$ cat src/rtl/ddsm_defs.svh
// constants for the dds mode and modulation control block
// assumes inclusion by bare name from package and design files
`ifndef DDSM_DEFS_SVH
`define DDSM_DEFS_SVH
// register word offsets (byte address = index * 4)
`define DDSM_IDX_CSEL      6'h00
`define DDSM_IDX_FCFG1     6'h01
`define DDSM_IDX_FCFG2     6'h02
`define DDSM_IDX_CFUNC     6'h03
`define DDSM_IDX_FREQ0     6'h04
`define DDSM_IDX_PHASE0    6'h05
`define DDSM_IDX_AMP0      6'h06
`define DDSM_IDX_RAMPRATE  6'h07
`define DDSM_IDX_PROF1     6'h0a
`define DDSM_IDX_PROF15    6'h18
`define DDSM_IDX_AUXFREQ   6'h19
`define DDSM_IDX_AUXAMP    6'h1a
`define DDSM_IDX_STATUS    6'h1b
// function_config_one fields
`define DDSM_F1_TESTTONE   2
`define DDSM_F1_PDMODE     6
`define DDSM_F1_LVL_LO     8
`define DDSM_F1_RMP_LO     10
`define DDSM_F1_PPC_LO     12
`define DDSM_F1_CP_LO      16
`define DDSM_F1_MUL_LO     18
`define DDSM_F1_VCOHI      23
// channel_function_reg fields
`define DDSM_CF_PD_LO      4
`define DDSM_CF_DAC_LO     8
`define DDSM_CF_MOD_LO     22
// channel_select_reg fields
`define DDSM_CS_AUX_EN_LO  4
`define DDSM_CS_SYNC_EN    0
// multiplier range and defaults
`define DDSM_MUL_MIN       5'h04
`define DDSM_MUL_MAX       5'h14
`define DDSM_CP_DEFAULT    2'h0
`define DDSM_AMP_FULL      10'h3ff
`define DDSM_RAMP_DIV      16'h0010
`define DDSM_ZERO32        32'h0000_0000
`endif

$ cat src/rtl/ddsm_pkg.sv
// types for the dds mode and modulation control block
// assumes ddsm_defs.svh is on the include path
package ddsm_pkg;
	typedef enum logic [1:0] {
		DDSM_MOD_OFF,
		DDSM_MOD_AMP,
		DDSM_MOD_FREQ,
		DDSM_MOD_PHASE
	} ddsm_mod_t;
	typedef enum logic [1:0] {
		DDSM_RAMP_HOLD,
		DDSM_RAMP_UP,
		DDSM_RAMP_DOWN
	} ddsm_ramp_t;
	typedef struct packed {
		logic [31:0] freq;
		logic [13:0] phase;
		logic [9:0]  amp;
	} ddsm_word_t;
	typedef struct packed {
		logic       clk_in_pd;
		logic       dac_pd;
		logic       main_pd;
		logic       aux_pd;
	} ddsm_pd_t;
	typedef struct packed {
		logic        pll_en;
		logic [4:0]  pll_mult;
		logic        vco_high;
		logic [1:0]  cp_sel;
		logic        xtal_en;
	} ddsm_clk_t;
endpackage

$ cat src/rtl/ddsm_ctrl.sv
// control logic of a single-output dds: modulation, clocks, power-down
// assumes avalon-mm master on clock; pins async, profile and serial pins sampled on sync clock
//
// How it works
// RULE_01 - function_config_one bit 2 enables test-tone amplitude modulation of primary channel.
// RULE_02 - host disables auxiliary channels two and three during test-tone mode.
// RULE_03 - test-tone rate comes from auxiliary_channel_zero 32-bit tuning word.
// RULE_04 - test-tone depth comes from auxiliary_channel_zero 10-bit scale bits 9..0.
// RULE_05 - multiplier factor is function_config_one bits 22..18.
// RULE_06 - factor 4..20 enables multiplier; otherwise bypass, reference rate used.
// RULE_07 - function_config_one bit 23 picks low or high vco range.
// RULE_08 - charge pump defaults to 75 uA; bits 17..16 change it.
// RULE_09 - clock mode select high enables crystal oscillator, low external clock.
// RULE_10 - channel function bits 9..8 scale dac current: 11,01,10,00 = 1,1/2,1/4,1/8.
// RULE_11 - clock input, dac, primary and auxiliary logic power down separately.
// RULE_12 - power_down_pin high applies mode from function_config_one bit 6.
// RULE_13 - power_down_pin low applies channel function bits 7..4.
// RULE_14 - host keeps sync clock on and auxiliaries off during keying.
// RULE_15 - channel function bits 23..22: off, amplitude, frequency, phase.
// RULE_16 - sixteen primary profiles; profile 0 at 0x04..0x06, others 0x0a..0x18.
// RULE_17 - words 32/14/10 bits; phase and amplitude taken msb-aligned.
// RULE_18 - function_config_one bits 9..8 select 2, 4, 8 or 16 levels.
// RULE_19 - host keeps linear sweep enable clear while keying.
// RULE_20 - bits 11..10 pick ramp pin: none, p2/p3, p3, serial pins.
// RULE_21 - ramp pin low ramps amplitude up, high ramps it down.
// RULE_22 - ramping steps the 10-bit output scale factor.
// RULE_23 - profile pins form binary index, pin zero least significant; code takes pin 1 alone in 2-level mode.
// RULE_24 - pins sampled on sync clock edge; new word after fixed latency.
`timescale 1ns/1ns
`include "ddsm_defs.svh"
module ddsm_ctrl (
	// clock and reset
	input  wire logic              clock,
	input  wire logic              reset_n,
	// avalon-mm slave
	input  wire logic [7:0]        address,
	input  wire logic              read,
	input  wire logic              write,
	input  wire logic [31:0]       writedata,
	output logic [31:0]            readdata,
	output logic                   waitrequest,
	// device pins
	input  wire logic              sync_clk_pin,
	input  wire logic [3:0]        profile_pin,
	input  wire logic              power_down_pin,
	input  wire logic              clk_mode_sel_pin,
	input  wire logic [3:1]        serial_data_pin,
	// outputs to datapath and analog
	output ddsm_pkg::ddsm_word_t   primary_word,
	output ddsm_pkg::ddsm_mod_t    mod_type,
	output ddsm_pkg::ddsm_pd_t     power_down,
	output ddsm_pkg::ddsm_clk_t    clk_cfg,
	output logic [3:0]             dac_scale_onehot,
	output logic                   test_tone_en,
	output logic [31:0]            test_tone_rate,
	output logic [9:0]             test_tone_depth,
	output logic                   serial_one_bit_only
);
	// register file
	logic [31:0] csel_reg, fcfg1_reg, fcfg2_reg, cfunc_reg;
	logic [31:0] ramprate_reg, auxfreq_reg, auxamp_reg;
	logic [31:0] freq_reg  [16];
	logic [31:0] phase_reg [16];
	logic [31:0] amp_reg   [16];
	logic        wait_reg;
	logic [31:0] rdata_reg;
	logic [9:0]  scale_reg, scale_next;

	// pin synchronisers
	logic [3:0] prof_s1_reg, prof_s2_reg;
	logic [2:0] sd_s1_reg, sd_s2_reg;
	logic       sclk_s1_reg, sclk_s2_reg, sclk_d_reg;
	logic       pdp_s1_reg, pdp_s2_reg;
	logic       cms_s1_reg, cms_s2_reg;

	// address decode
	wire  [5:0] idx      = address[7:2];
	wire        in_prof  = (idx >= `DDSM_IDX_PROF1) && (idx <= `DDSM_IDX_PROF15);
	wire  [3:0] prof_sel = 4'(idx - `DDSM_IDX_PROF1 + 6'h01);
	wire        wr_go    = write && wait_reg == 1'b0;
	// read data loaded as waitrequest drops, so it stands at the accepting edge
	wire        rd_go    = read && wait_reg == 1'b1;

	// one wait state, answer on the second edge of a request
	always_ff @(posedge clock or negedge reset_n) begin
		if (!reset_n)
			wait_reg <= 1'b1;
		else if ((read || write) && wait_reg)
			wait_reg <= 1'b0;
		else
			wait_reg <= 1'b1;
	end

	logic [31:0] rd_mux;
	always_comb begin
		rd_mux = `DDSM_ZERO32;
		case (idx)
			`DDSM_IDX_CSEL:     rd_mux = csel_reg;
			`DDSM_IDX_FCFG1:    rd_mux = fcfg1_reg;
			`DDSM_IDX_FCFG2:    rd_mux = fcfg2_reg;
			`DDSM_IDX_CFUNC:    rd_mux = cfunc_reg;
			`DDSM_IDX_FREQ0:    rd_mux = freq_reg[0];
			`DDSM_IDX_PHASE0:   rd_mux = phase_reg[0];
			`DDSM_IDX_AMP0:     rd_mux = amp_reg[0];
			`DDSM_IDX_RAMPRATE: rd_mux = ramprate_reg;
			`DDSM_IDX_AUXFREQ:  rd_mux = auxfreq_reg;
			`DDSM_IDX_AUXAMP:   rd_mux = auxamp_reg;
			`DDSM_IDX_STATUS:   rd_mux = {16'h0000, 6'h00, scale_reg};
			default: begin
				if (in_prof)
					rd_mux = freq_reg[prof_sel];
			end
		endcase
	end

	// profile words 1..15 hold one 32-bit word; its use follows the modulation type
	always_ff @(posedge clock or negedge reset_n) begin
		if (!reset_n) begin
			csel_reg     <= `DDSM_ZERO32;
			fcfg1_reg    <= `DDSM_ZERO32; // [RULE_08]
			fcfg2_reg    <= `DDSM_ZERO32;
			cfunc_reg    <= `DDSM_ZERO32;
			ramprate_reg <= `DDSM_ZERO32;
			auxfreq_reg  <= `DDSM_ZERO32;
			auxamp_reg   <= `DDSM_ZERO32;
			rdata_reg    <= `DDSM_ZERO32;
			for (int i = 0; i < 16; i++) begin
				freq_reg[i]  <= `DDSM_ZERO32;
				phase_reg[i] <= `DDSM_ZERO32;
				amp_reg[i]   <= `DDSM_ZERO32;
			end
		end else begin
			if (rd_go)
				rdata_reg <= rd_mux;
			if (wr_go) begin
				case (idx)
					`DDSM_IDX_CSEL:     csel_reg     <= writedata;
					`DDSM_IDX_FCFG1:    fcfg1_reg    <= writedata;
					`DDSM_IDX_FCFG2:    fcfg2_reg    <= writedata;
					`DDSM_IDX_CFUNC:    cfunc_reg    <= writedata;
					`DDSM_IDX_FREQ0:    freq_reg[0]  <= writedata; // [RULE_16]
					`DDSM_IDX_PHASE0:   phase_reg[0] <= writedata;
					`DDSM_IDX_AMP0:     amp_reg[0]   <= writedata;
					`DDSM_IDX_RAMPRATE: ramprate_reg <= writedata;
					`DDSM_IDX_AUXFREQ:  auxfreq_reg  <= writedata;
					`DDSM_IDX_AUXAMP:   auxamp_reg   <= writedata;
					default: begin
						if (in_prof) begin
							freq_reg[prof_sel]  <= writedata; // [RULE_16]
							phase_reg[prof_sel] <= writedata;
							amp_reg[prof_sel]   <= writedata;
						end
					end
				endcase
			end
		end
	end
	assign readdata    = rdata_reg;
	assign waitrequest = wait_reg;

	// two-flop synchronisers for every pin
	always_ff @(posedge clock or negedge reset_n) begin
		if (!reset_n) begin
			prof_s1_reg <= 4'h0;
			prof_s2_reg <= 4'h0;
			sd_s1_reg   <= 3'h0;
			sd_s2_reg   <= 3'h0;
			sclk_s1_reg <= 1'b0;
			sclk_s2_reg <= 1'b0;
			sclk_d_reg  <= 1'b0;
			pdp_s1_reg  <= 1'b0;
			pdp_s2_reg  <= 1'b0;
			cms_s1_reg  <= 1'b0;
			cms_s2_reg  <= 1'b0;
		end else begin
			prof_s1_reg <= profile_pin;
			prof_s2_reg <= prof_s1_reg;
			sd_s1_reg   <= serial_data_pin;
			sd_s2_reg   <= sd_s1_reg;
			sclk_s1_reg <= sync_clk_pin;
			sclk_s2_reg <= sclk_s1_reg;
			sclk_d_reg  <= sclk_s2_reg;
			pdp_s1_reg  <= power_down_pin;
			pdp_s2_reg  <= pdp_s1_reg;
			cms_s1_reg  <= clk_mode_sel_pin;
			cms_s2_reg  <= cms_s2_reg ^ (cms_s1_reg ^ cms_s2_reg);
		end
	end
	wire sync_rise = sclk_s2_reg && !sclk_d_reg;

	// configuration decode
	wire [1:0] level_sel = fcfg1_reg[`DDSM_F1_LVL_LO +: 2];      // [RULE_18]
	wire [1:0] ramp_src  = fcfg1_reg[`DDSM_F1_RMP_LO +: 2];      // [RULE_20]
	wire [2:0] profile_pin_assignment       = fcfg1_reg[`DDSM_F1_PPC_LO +: 3];
	wire [4:0] mult      = fcfg1_reg[`DDSM_F1_MUL_LO +: 5];      // [RULE_05]
	wire       pll_on    = mult >= `DDSM_MUL_MIN && mult <= `DDSM_MUL_MAX; // [RULE_06]
	wire [1:0] mod_sel   = cfunc_reg[`DDSM_CF_MOD_LO +: 2];      // [RULE_15]
	wire [1:0] dac_sel   = cfunc_reg[`DDSM_CF_DAC_LO +: 2];
	wire [3:0] cf_pd     = cfunc_reg[`DDSM_CF_PD_LO +: 4];

	// profile index from pins, pin zero as lsb except 2-level mode (pin 1 alone); ppc picks pin pair
	logic [3:0] pidx;
	logic       ramp_pin_valid;
	logic       ramp_level;
	always_comb begin
		pidx = 4'h0;
		ramp_pin_valid = 1'b0;
		ramp_level = 1'b0;
		case (level_sel)
			2'b00: pidx = {3'b000, prof_s2_reg[1]};
			2'b01: pidx = (profile_pin_assignment == 3'b000) ? {2'b00, prof_s2_reg[3:2]}
			                              : {2'b00, prof_s2_reg[1:0]};
			2'b10: pidx = {1'b0, prof_s2_reg[2:0]};
			default: pidx = prof_s2_reg;                         // [RULE_23]
		endcase
		case (ramp_src)
			2'b01: begin
				ramp_pin_valid = 1'b1;
				ramp_level = (profile_pin_assignment == 3'b000) ? prof_s2_reg[3] : prof_s2_reg[2];
				pidx = (profile_pin_assignment == 3'b000) ? {3'b000, prof_s2_reg[1]}
				                       : {3'b000, prof_s2_reg[0]};
			end
			2'b10: begin
				ramp_pin_valid = 1'b1;
				ramp_level = prof_s2_reg[3];
				pidx = {1'b0, prof_s2_reg[2:0]};
			end
			2'b11: begin
				ramp_pin_valid = 1'b1;
				ramp_level = (level_sel == 2'b01 && profile_pin_assignment == 3'b000) ? sd_s2_reg[1]
				                                                   : sd_s2_reg[0];
			end
			default: ramp_pin_valid = 1'b0;
		endcase
	end

	// pins latched on sync clock rising edge, applied one clock later
	logic [3:0] pidx_reg;
	logic       ramp_dn_reg;
	ddsm_pkg::ddsm_ramp_t ramp_state;
	always_ff @(posedge clock or negedge reset_n) begin
		if (!reset_n) begin
			pidx_reg    <= 4'h0;
			ramp_dn_reg <= 1'b0;
		end else if (sync_rise) begin
			pidx_reg    <= pidx;                                 // [RULE_24]
			ramp_dn_reg <= ramp_level;
		end
	end
	always_comb begin
		case ({ramp_pin_valid, ramp_dn_reg})
			2'b10:   ramp_state = ddsm_pkg::DDSM_RAMP_UP;        // [RULE_21]
			2'b11:   ramp_state = ddsm_pkg::DDSM_RAMP_DOWN;
			default: ramp_state = ddsm_pkg::DDSM_RAMP_HOLD;
		endcase
	end

	// ramp engine steps the scale factor, limited by the amp word
	logic [15:0] rdiv_reg;
	wire  [9:0]  amp_top  = amp_reg[0][9:0];
	wire         rtick    = rdiv_reg == 16'h0000;
	always_comb begin
		scale_next = scale_reg;
		case (ramp_state)
			ddsm_pkg::DDSM_RAMP_UP:
				if (rtick && scale_reg < amp_top)
					scale_next = scale_reg + 10'h001;         // [RULE_22]
			ddsm_pkg::DDSM_RAMP_DOWN:
				if (rtick && scale_reg != 10'h000)
					scale_next = scale_reg - 10'h001;
			default: scale_next = amp_top;
		endcase
	end
	always_ff @(posedge clock or negedge reset_n) begin
		if (!reset_n) begin
			scale_reg <= 10'h000;
			rdiv_reg  <= `DDSM_RAMP_DIV;
		end else begin
			scale_reg <= scale_next;
			rdiv_reg  <= rtick ? (ramprate_reg[15:0] | 16'h0001) : rdiv_reg - 16'h0001;
		end
	end

	// output word selection, msb-aligned phase and amplitude
	logic [31:0] pf, pp, pa;
	ddsm_pkg::ddsm_word_t word_next;
	always_comb begin
		pf = freq_reg[pidx_reg];
		pp = (pidx_reg == 4'h0) ? {phase_reg[0][13:0], 18'h00000} : phase_reg[pidx_reg];
		pa = (pidx_reg == 4'h0) ? {amp_reg[0][9:0], 22'h000000} : amp_reg[pidx_reg];
		word_next.freq  = freq_reg[0];
		word_next.phase = phase_reg[0][13:0];
		word_next.amp   = ramp_pin_valid ? scale_reg : amp_reg[0][9:0];
		case (mod_sel)
			2'b01: word_next.amp   = pa[31:22];                  // [RULE_17]
			2'b10: word_next.freq  = pf;
			2'b11: word_next.phase = pp[31:18];                  // [RULE_17]
			default: word_next.freq = freq_reg[0];
		endcase
	end

	// power-down: pin selects between fcfg1 mode bit and individual bits
	ddsm_pkg::ddsm_pd_t pd_next;
	wire pd_full = fcfg1_reg[`DDSM_F1_PDMODE];
	always_comb begin
		if (pdp_s2_reg)
			pd_next = pd_full ? 4'b1111 : 4'b0111;              // [RULE_12]
		else
			pd_next = cf_pd;                                     // [RULE_11] [RULE_13]
	end

	// output registers
	always_ff @(posedge clock or negedge reset_n) begin
		if (!reset_n) begin
			primary_word        <= '0;
			mod_type            <= ddsm_pkg::DDSM_MOD_OFF;
			power_down          <= '0;
			clk_cfg             <= '0;
			dac_scale_onehot    <= 4'h0;
			test_tone_en        <= 1'b0;
			test_tone_rate      <= `DDSM_ZERO32;
			test_tone_depth     <= 10'h000;
			serial_one_bit_only <= 1'b0;
		end else begin
			primary_word        <= word_next;
			mod_type            <= ddsm_pkg::ddsm_mod_t'(mod_sel);      // [RULE_15]
			power_down          <= pd_next;
			clk_cfg.pll_en      <= pll_on;                              // [RULE_06]
			clk_cfg.pll_mult    <= pll_on ? mult : 5'h01;               // [RULE_05]
			clk_cfg.vco_high    <= fcfg1_reg[`DDSM_F1_VCOHI];          // [RULE_07]
			clk_cfg.cp_sel      <= fcfg1_reg[`DDSM_F1_CP_LO +: 2];     // [RULE_08]
			clk_cfg.xtal_en     <= cms_s2_reg;                          // [RULE_09]
			case (dac_sel)                                              // [RULE_10]
				2'b11:   dac_scale_onehot <= 4'b1000;
				2'b01:   dac_scale_onehot <= 4'b0100;
				2'b10:   dac_scale_onehot <= 4'b0010;
				default: dac_scale_onehot <= 4'b0001;
			endcase
			test_tone_en        <= fcfg1_reg[`DDSM_F1_TESTTONE];       // [RULE_01]
			test_tone_rate      <= auxfreq_reg;                         // [RULE_03]
			test_tone_depth     <= auxamp_reg[9:0];                     // [RULE_04]
			serial_one_bit_only <= ramp_src == 2'b11;                   // [RULE_20]
		end
	end
endmodule

$ cat config.mk
export PLATFORM = sky130hd
export DESIGN_NAME = ddsm_ctrl
export DESIGN_NICKNAME = d
export VERILOG_FILES = /design/src/rtl/ddsm_pkg.sv /design/src/rtl/ddsm_ctrl.sv
export VERILOG_INCLUDE_DIRS = /design/src /design/src/rtl
export SDC_FILE = /design/constraint.sdc
export NUM_CORES = 2
export LEC_CHECK = 0
export BUFFER_PORTS_ARGS = -buffer_cell sky130_fd_sc_hd__buf_2
export CAP_MARGIN = 10
export CORE_MARGIN = 2
export CORE_UTILIZATION = 35
export DETAILED_ROUTE_END_ITERATION = 10
export PLACE_DENSITY = 0.62
export SYNTH_ARGS = -nofsm -noshare
export SYNTH_HDL_FRONTEND = slang
export SYNTH_SLANG_ARGS = --single-unit
$ cat constraint.sdc
create_clock -name clock -period 4.1 [get_ports clock]
set_input_delay 0.41 -clock clock [delete_from_list [all_inputs] [get_ports clock]]
set_output_delay 0.41 -clock clock [all_outputs]
set_load 0.05 [all_outputs]
==> run metrics <==
CP peak stage delay=around 0.60 ns; LEAKAGE=between 20 and 30 nW; share of layout cells above drive strength 1=a little under half; most frequent cells in the layout=997 x dfrtp_1, 800 x mux2_2, 267 x mux4_2; initial drt markers=2,960; largest family of logic cells by synthesized area=multiplexers; via count=between 30k and 40k; PnR worst setup slack=0.9396 ns; Die Y=about 370 microns; hold_buf cts=12; Worst Max-Slew Pin Slew=around 1.1 ns; worst flop-to-flop path startpoint=fcfg1_reg[10]$_DFFE_PN0P_; routability cong.=0.9030; Area Growth Syn to Fin=14.60%; # Post-CTS Setup Buffers=0; Multi-input gate area=roughly 0.021 sq mm; RSZ-0062 raised after global routing=false; vias in the first global route=roughly 31k; power density over cell area=a little under 500 mW/mm^2; mux cell area share after synthesis=roughly a third; CTS max path bufs=3; die area=between 0.1 and 0.15 sq mm; Fmax=316.4 MHz; Remaining DRCs=0; Layout Skew=around 0.03 ns; Initial DRT Pass Iterations=6; post-route ant nets=0; gr usage total=between 20 and 25%; Die X=around 370 microns; Post-Synth XOR/XNOR Area=less than 1%; cell count along the critical path=11; Final #Nets=approximately 3.5k; Max-Cap Viols=0; most common cell after layout, fill and taps aside=dfrtp_1; vias per cell=between 5 and 6; FF/Latch Area=between 0.02 and 0.03 sq mm; Crit-path slowest cell=a2111oi_0; critical path class=flip-flop to flip-flop; initial core utilization=35.28%; cts bufs inserted=104; largest net degree at the start of global routing=109; status=completed; CP required=4.69 ns; Fin Setup TNS=0 ns; root buf cell=clkbuf_16; Pins Over Slew Limit=0; average wire per standard cell=approximately 27 microns; global-route wire length before repair=between 200,000 and 250,000 microns; FF+latch count, synth=~1.0k; CTS tree=yes; Syn Std Cell Area=about 0.048 sq mm; Synth Instances=between 3k and 4k; Setup crit end=scale_reg[8]$_DFFE_PN0P_; Rows=about 140; Post-Synth Simple-Gate Area=between 3 and 4%; crit-path cells=inv_1 > ha_1 > nand2b_1 > xnor2_1 > ha_1 > nor4b_1 > and3_1 > a32oi_1 > a2111oi_0 > xnor2_1 > o21ai_0; share of the synthesized area in the top cell type=52.34%; final wirelength=about 140,000 microns; critical path fanouts, max=7; total number of H-tree levels=3; VDD IR-drop max=~330 uV; average size of a mapped cell=between 10 and 15 sq um; Ys Warns=0; IO buf count=between 200 and 250; Worst setup SP type=flip-flop; R2R depth=11; predominant post-synthesis flop cell=dfrtp_1; Post-Syn Nets=3,387; Yosys cell types=70; Area contributors post-synth=dfrtp_1 52%, mux2_2 19%, mux4_2 13%; fill cell count=~13k; pre-CTS setup slack=0.6111 ns; Worst-Skew Late Latency=about 0.72 ns; arrival time worst endpoint=3.75 ns; setup violators final=0; clock-pin transition on the worst setup and hold timing paths=around 0.07 ns; final worst-path cycle share=77.08%; post-synthesis compound-gate area fraction=approximately 6%; Ports=a little over 200; total core area=0.1356 sq mm; crit path buf inv count=1; endpoint class of the critical path=flip-flop; Post-synth ARST share=between 90% and 100%; hpwl dp=91,230 microns; CP startpoint=fcfg1_reg[10]$_DFFE_PN0P_; worst min path class=input pin to flip-flop; Reg2Reg Setup Slack=roughly 0.94 ns; Final Hold Fails=0; CTS Sinks=1,003; Largest register FFs=between 500 and 600; sequential share of the synthesized area=between 50% and 60%; grt ovf=0; adder-cell area share of the yosys netlist=less than 1%; initial antenna violation count=17; relative slew slack=a little under a quarter; cell taking the most area after synthesis=dfrtp_1; Top Family by Delay on Critical Path=simple AND/OR/NAND/NOR gates; Post-synth EDFFs=0; Critical R2R Capture=scale_reg[8]$_DFFE_PN0P_; crit path time final=between 3 and 4 ns; number of gates resized after cts=0
[worst register-to-register path, stage by stage, from the launching register on]
cell,delay [ns]
dfrtp_1,0.44
inv_1,0.09
ha_1,0.24
nand2b_1,0.28
xnor2_1,0.19
ha_1,0.21
nor4b_1,0.41
and3_1,0.26
a32oi_1,0.06
a2111oi_0,0.60
xnor2_1,0.18
o21ai_0,0.10
[cell usage after synthesis, types with 8 or more instances]
| library cell | instances |
|---|---|
| nor2_1 | 87 |
| nand4_1 | 12 |
| nand2_1 | 135 |
| clkbuf_1 | 160 |
| buf_6 | 43 |
| xnor2_1 | 22 |
| buf_2 | 59 |
| a2111oi_0 | 11 |
| a22o_1 | 55 |
| dfrtp_1 | 1001 |
| inv_1 | 30 |
| mux2_1 | 28 |
| o21ai_0 | 48 |
| nand3_1 | 11 |
| buf_1 | 30 |
| nor2b_1 | 18 |
| ha_1 | 21 |
| a222oi_1 | 8 |
| o22ai_1 | 18 |
| a211oi_1 | 12 |
| a31oi_1 | 29 |
| and3_1 | 20 |
| a221oi_1 | 31 |
| nor3_1 | 14 |
| mux4_2 | 267 |
| a21oi_1 | 105 |
| mux2_2 | 800 |
| nand2b_1 | 13 |
| nor2_4 | 12 |
| a22oi_1 | 74 |
| mux2i_1 | 56 |
[per-layer routing]
metal	track usage, %	up-vias	share of wire, %
met4	8.219	18	3.9
met5	0	-	0.071
met2	31.36	1135	46
met1	28.54	16490	44
met3	3.452	274	6.3
li1	-	12740	-
[through the flow]
stage | util (%) | instances | total power, mW | hold slack (ns) | instance area (sq um)
after floorplan | - | 3312 | 14.81 | 0.1144 | 47860
after global placement | 37.61 | 5113 | 16.39 | 0.3366 | 51010
after detailed placement | 37.61 | 5113 | 16.47 | 0.3347 | 51010
after CTS | 40.43 | 5320 | 26.77 | 0.2515 | 54840
after global routing | 40.43 | 5321 | 27.57 | 0.3140 | 54840
final | 40.44 | 5322 | 26.58 | 0.3083 | 54850
[final cells by class]
| class | count | share of cell area (%) |
|---|---|---|
| Sequential cell | 1003 | 45.79 |
| Multi-Input combinational cell | 1983 | 38.79 |
| Clock buffer | 136 | 5.370 |
| Timing Repair Buffer | 328 | 4.385 |
| Tap cell | 1781 | 4.063 |
| Clock inverter | 59 | 1.389 |
| Inverter | 30 | 0.2053 |
| Antenna cell | 2 | 0.009125 |
[cell families after synthesis]
family | Yosys count
AOI/OAI and AO/OA | 421
xor gates and xnor gates | 25
adders and majority gates | 21
buffers and inverters | 326
DFF | 1003
muxes | 1152
and+or+nand+nor | 364
[power breakdown]
group	internal (mW)	switching [mW]	total [mW]
sequential	11.0	0.931	11.9
combinational	1.85	2.60	4.45
clock	6.04	4.21	10.2
[worst min path at each step]
stage / to / depth (start not counted) / from / slack (ns)
floorplan: amp_reg[480]$_DFFE_PN0P_ / 0 / reset_n / 0.11
global placement: sd_s2_reg[1]$_DFF_PN0_ / 0 / sd_s1_reg[1]$_DFF_PN0_ / 0.34
detailed placement: cms_s2_reg$_DFF_PN0_ / 0 / cms_s1_reg$_DFF_PN0_ / 0.33
CTS: ramprate_reg[17]$_DFFE_PN0P_ / 2 / writedata[17] / 0.25
global route: fcfg1_reg[16]$_DFFE_PN0P_ / 2 / writedata[16] / 0.31
finish: auxfreq_reg[31]$_DFFE_PN0P_ / 2 / writedata[31] / 0.31
Power figures use the tool's default switching activity.
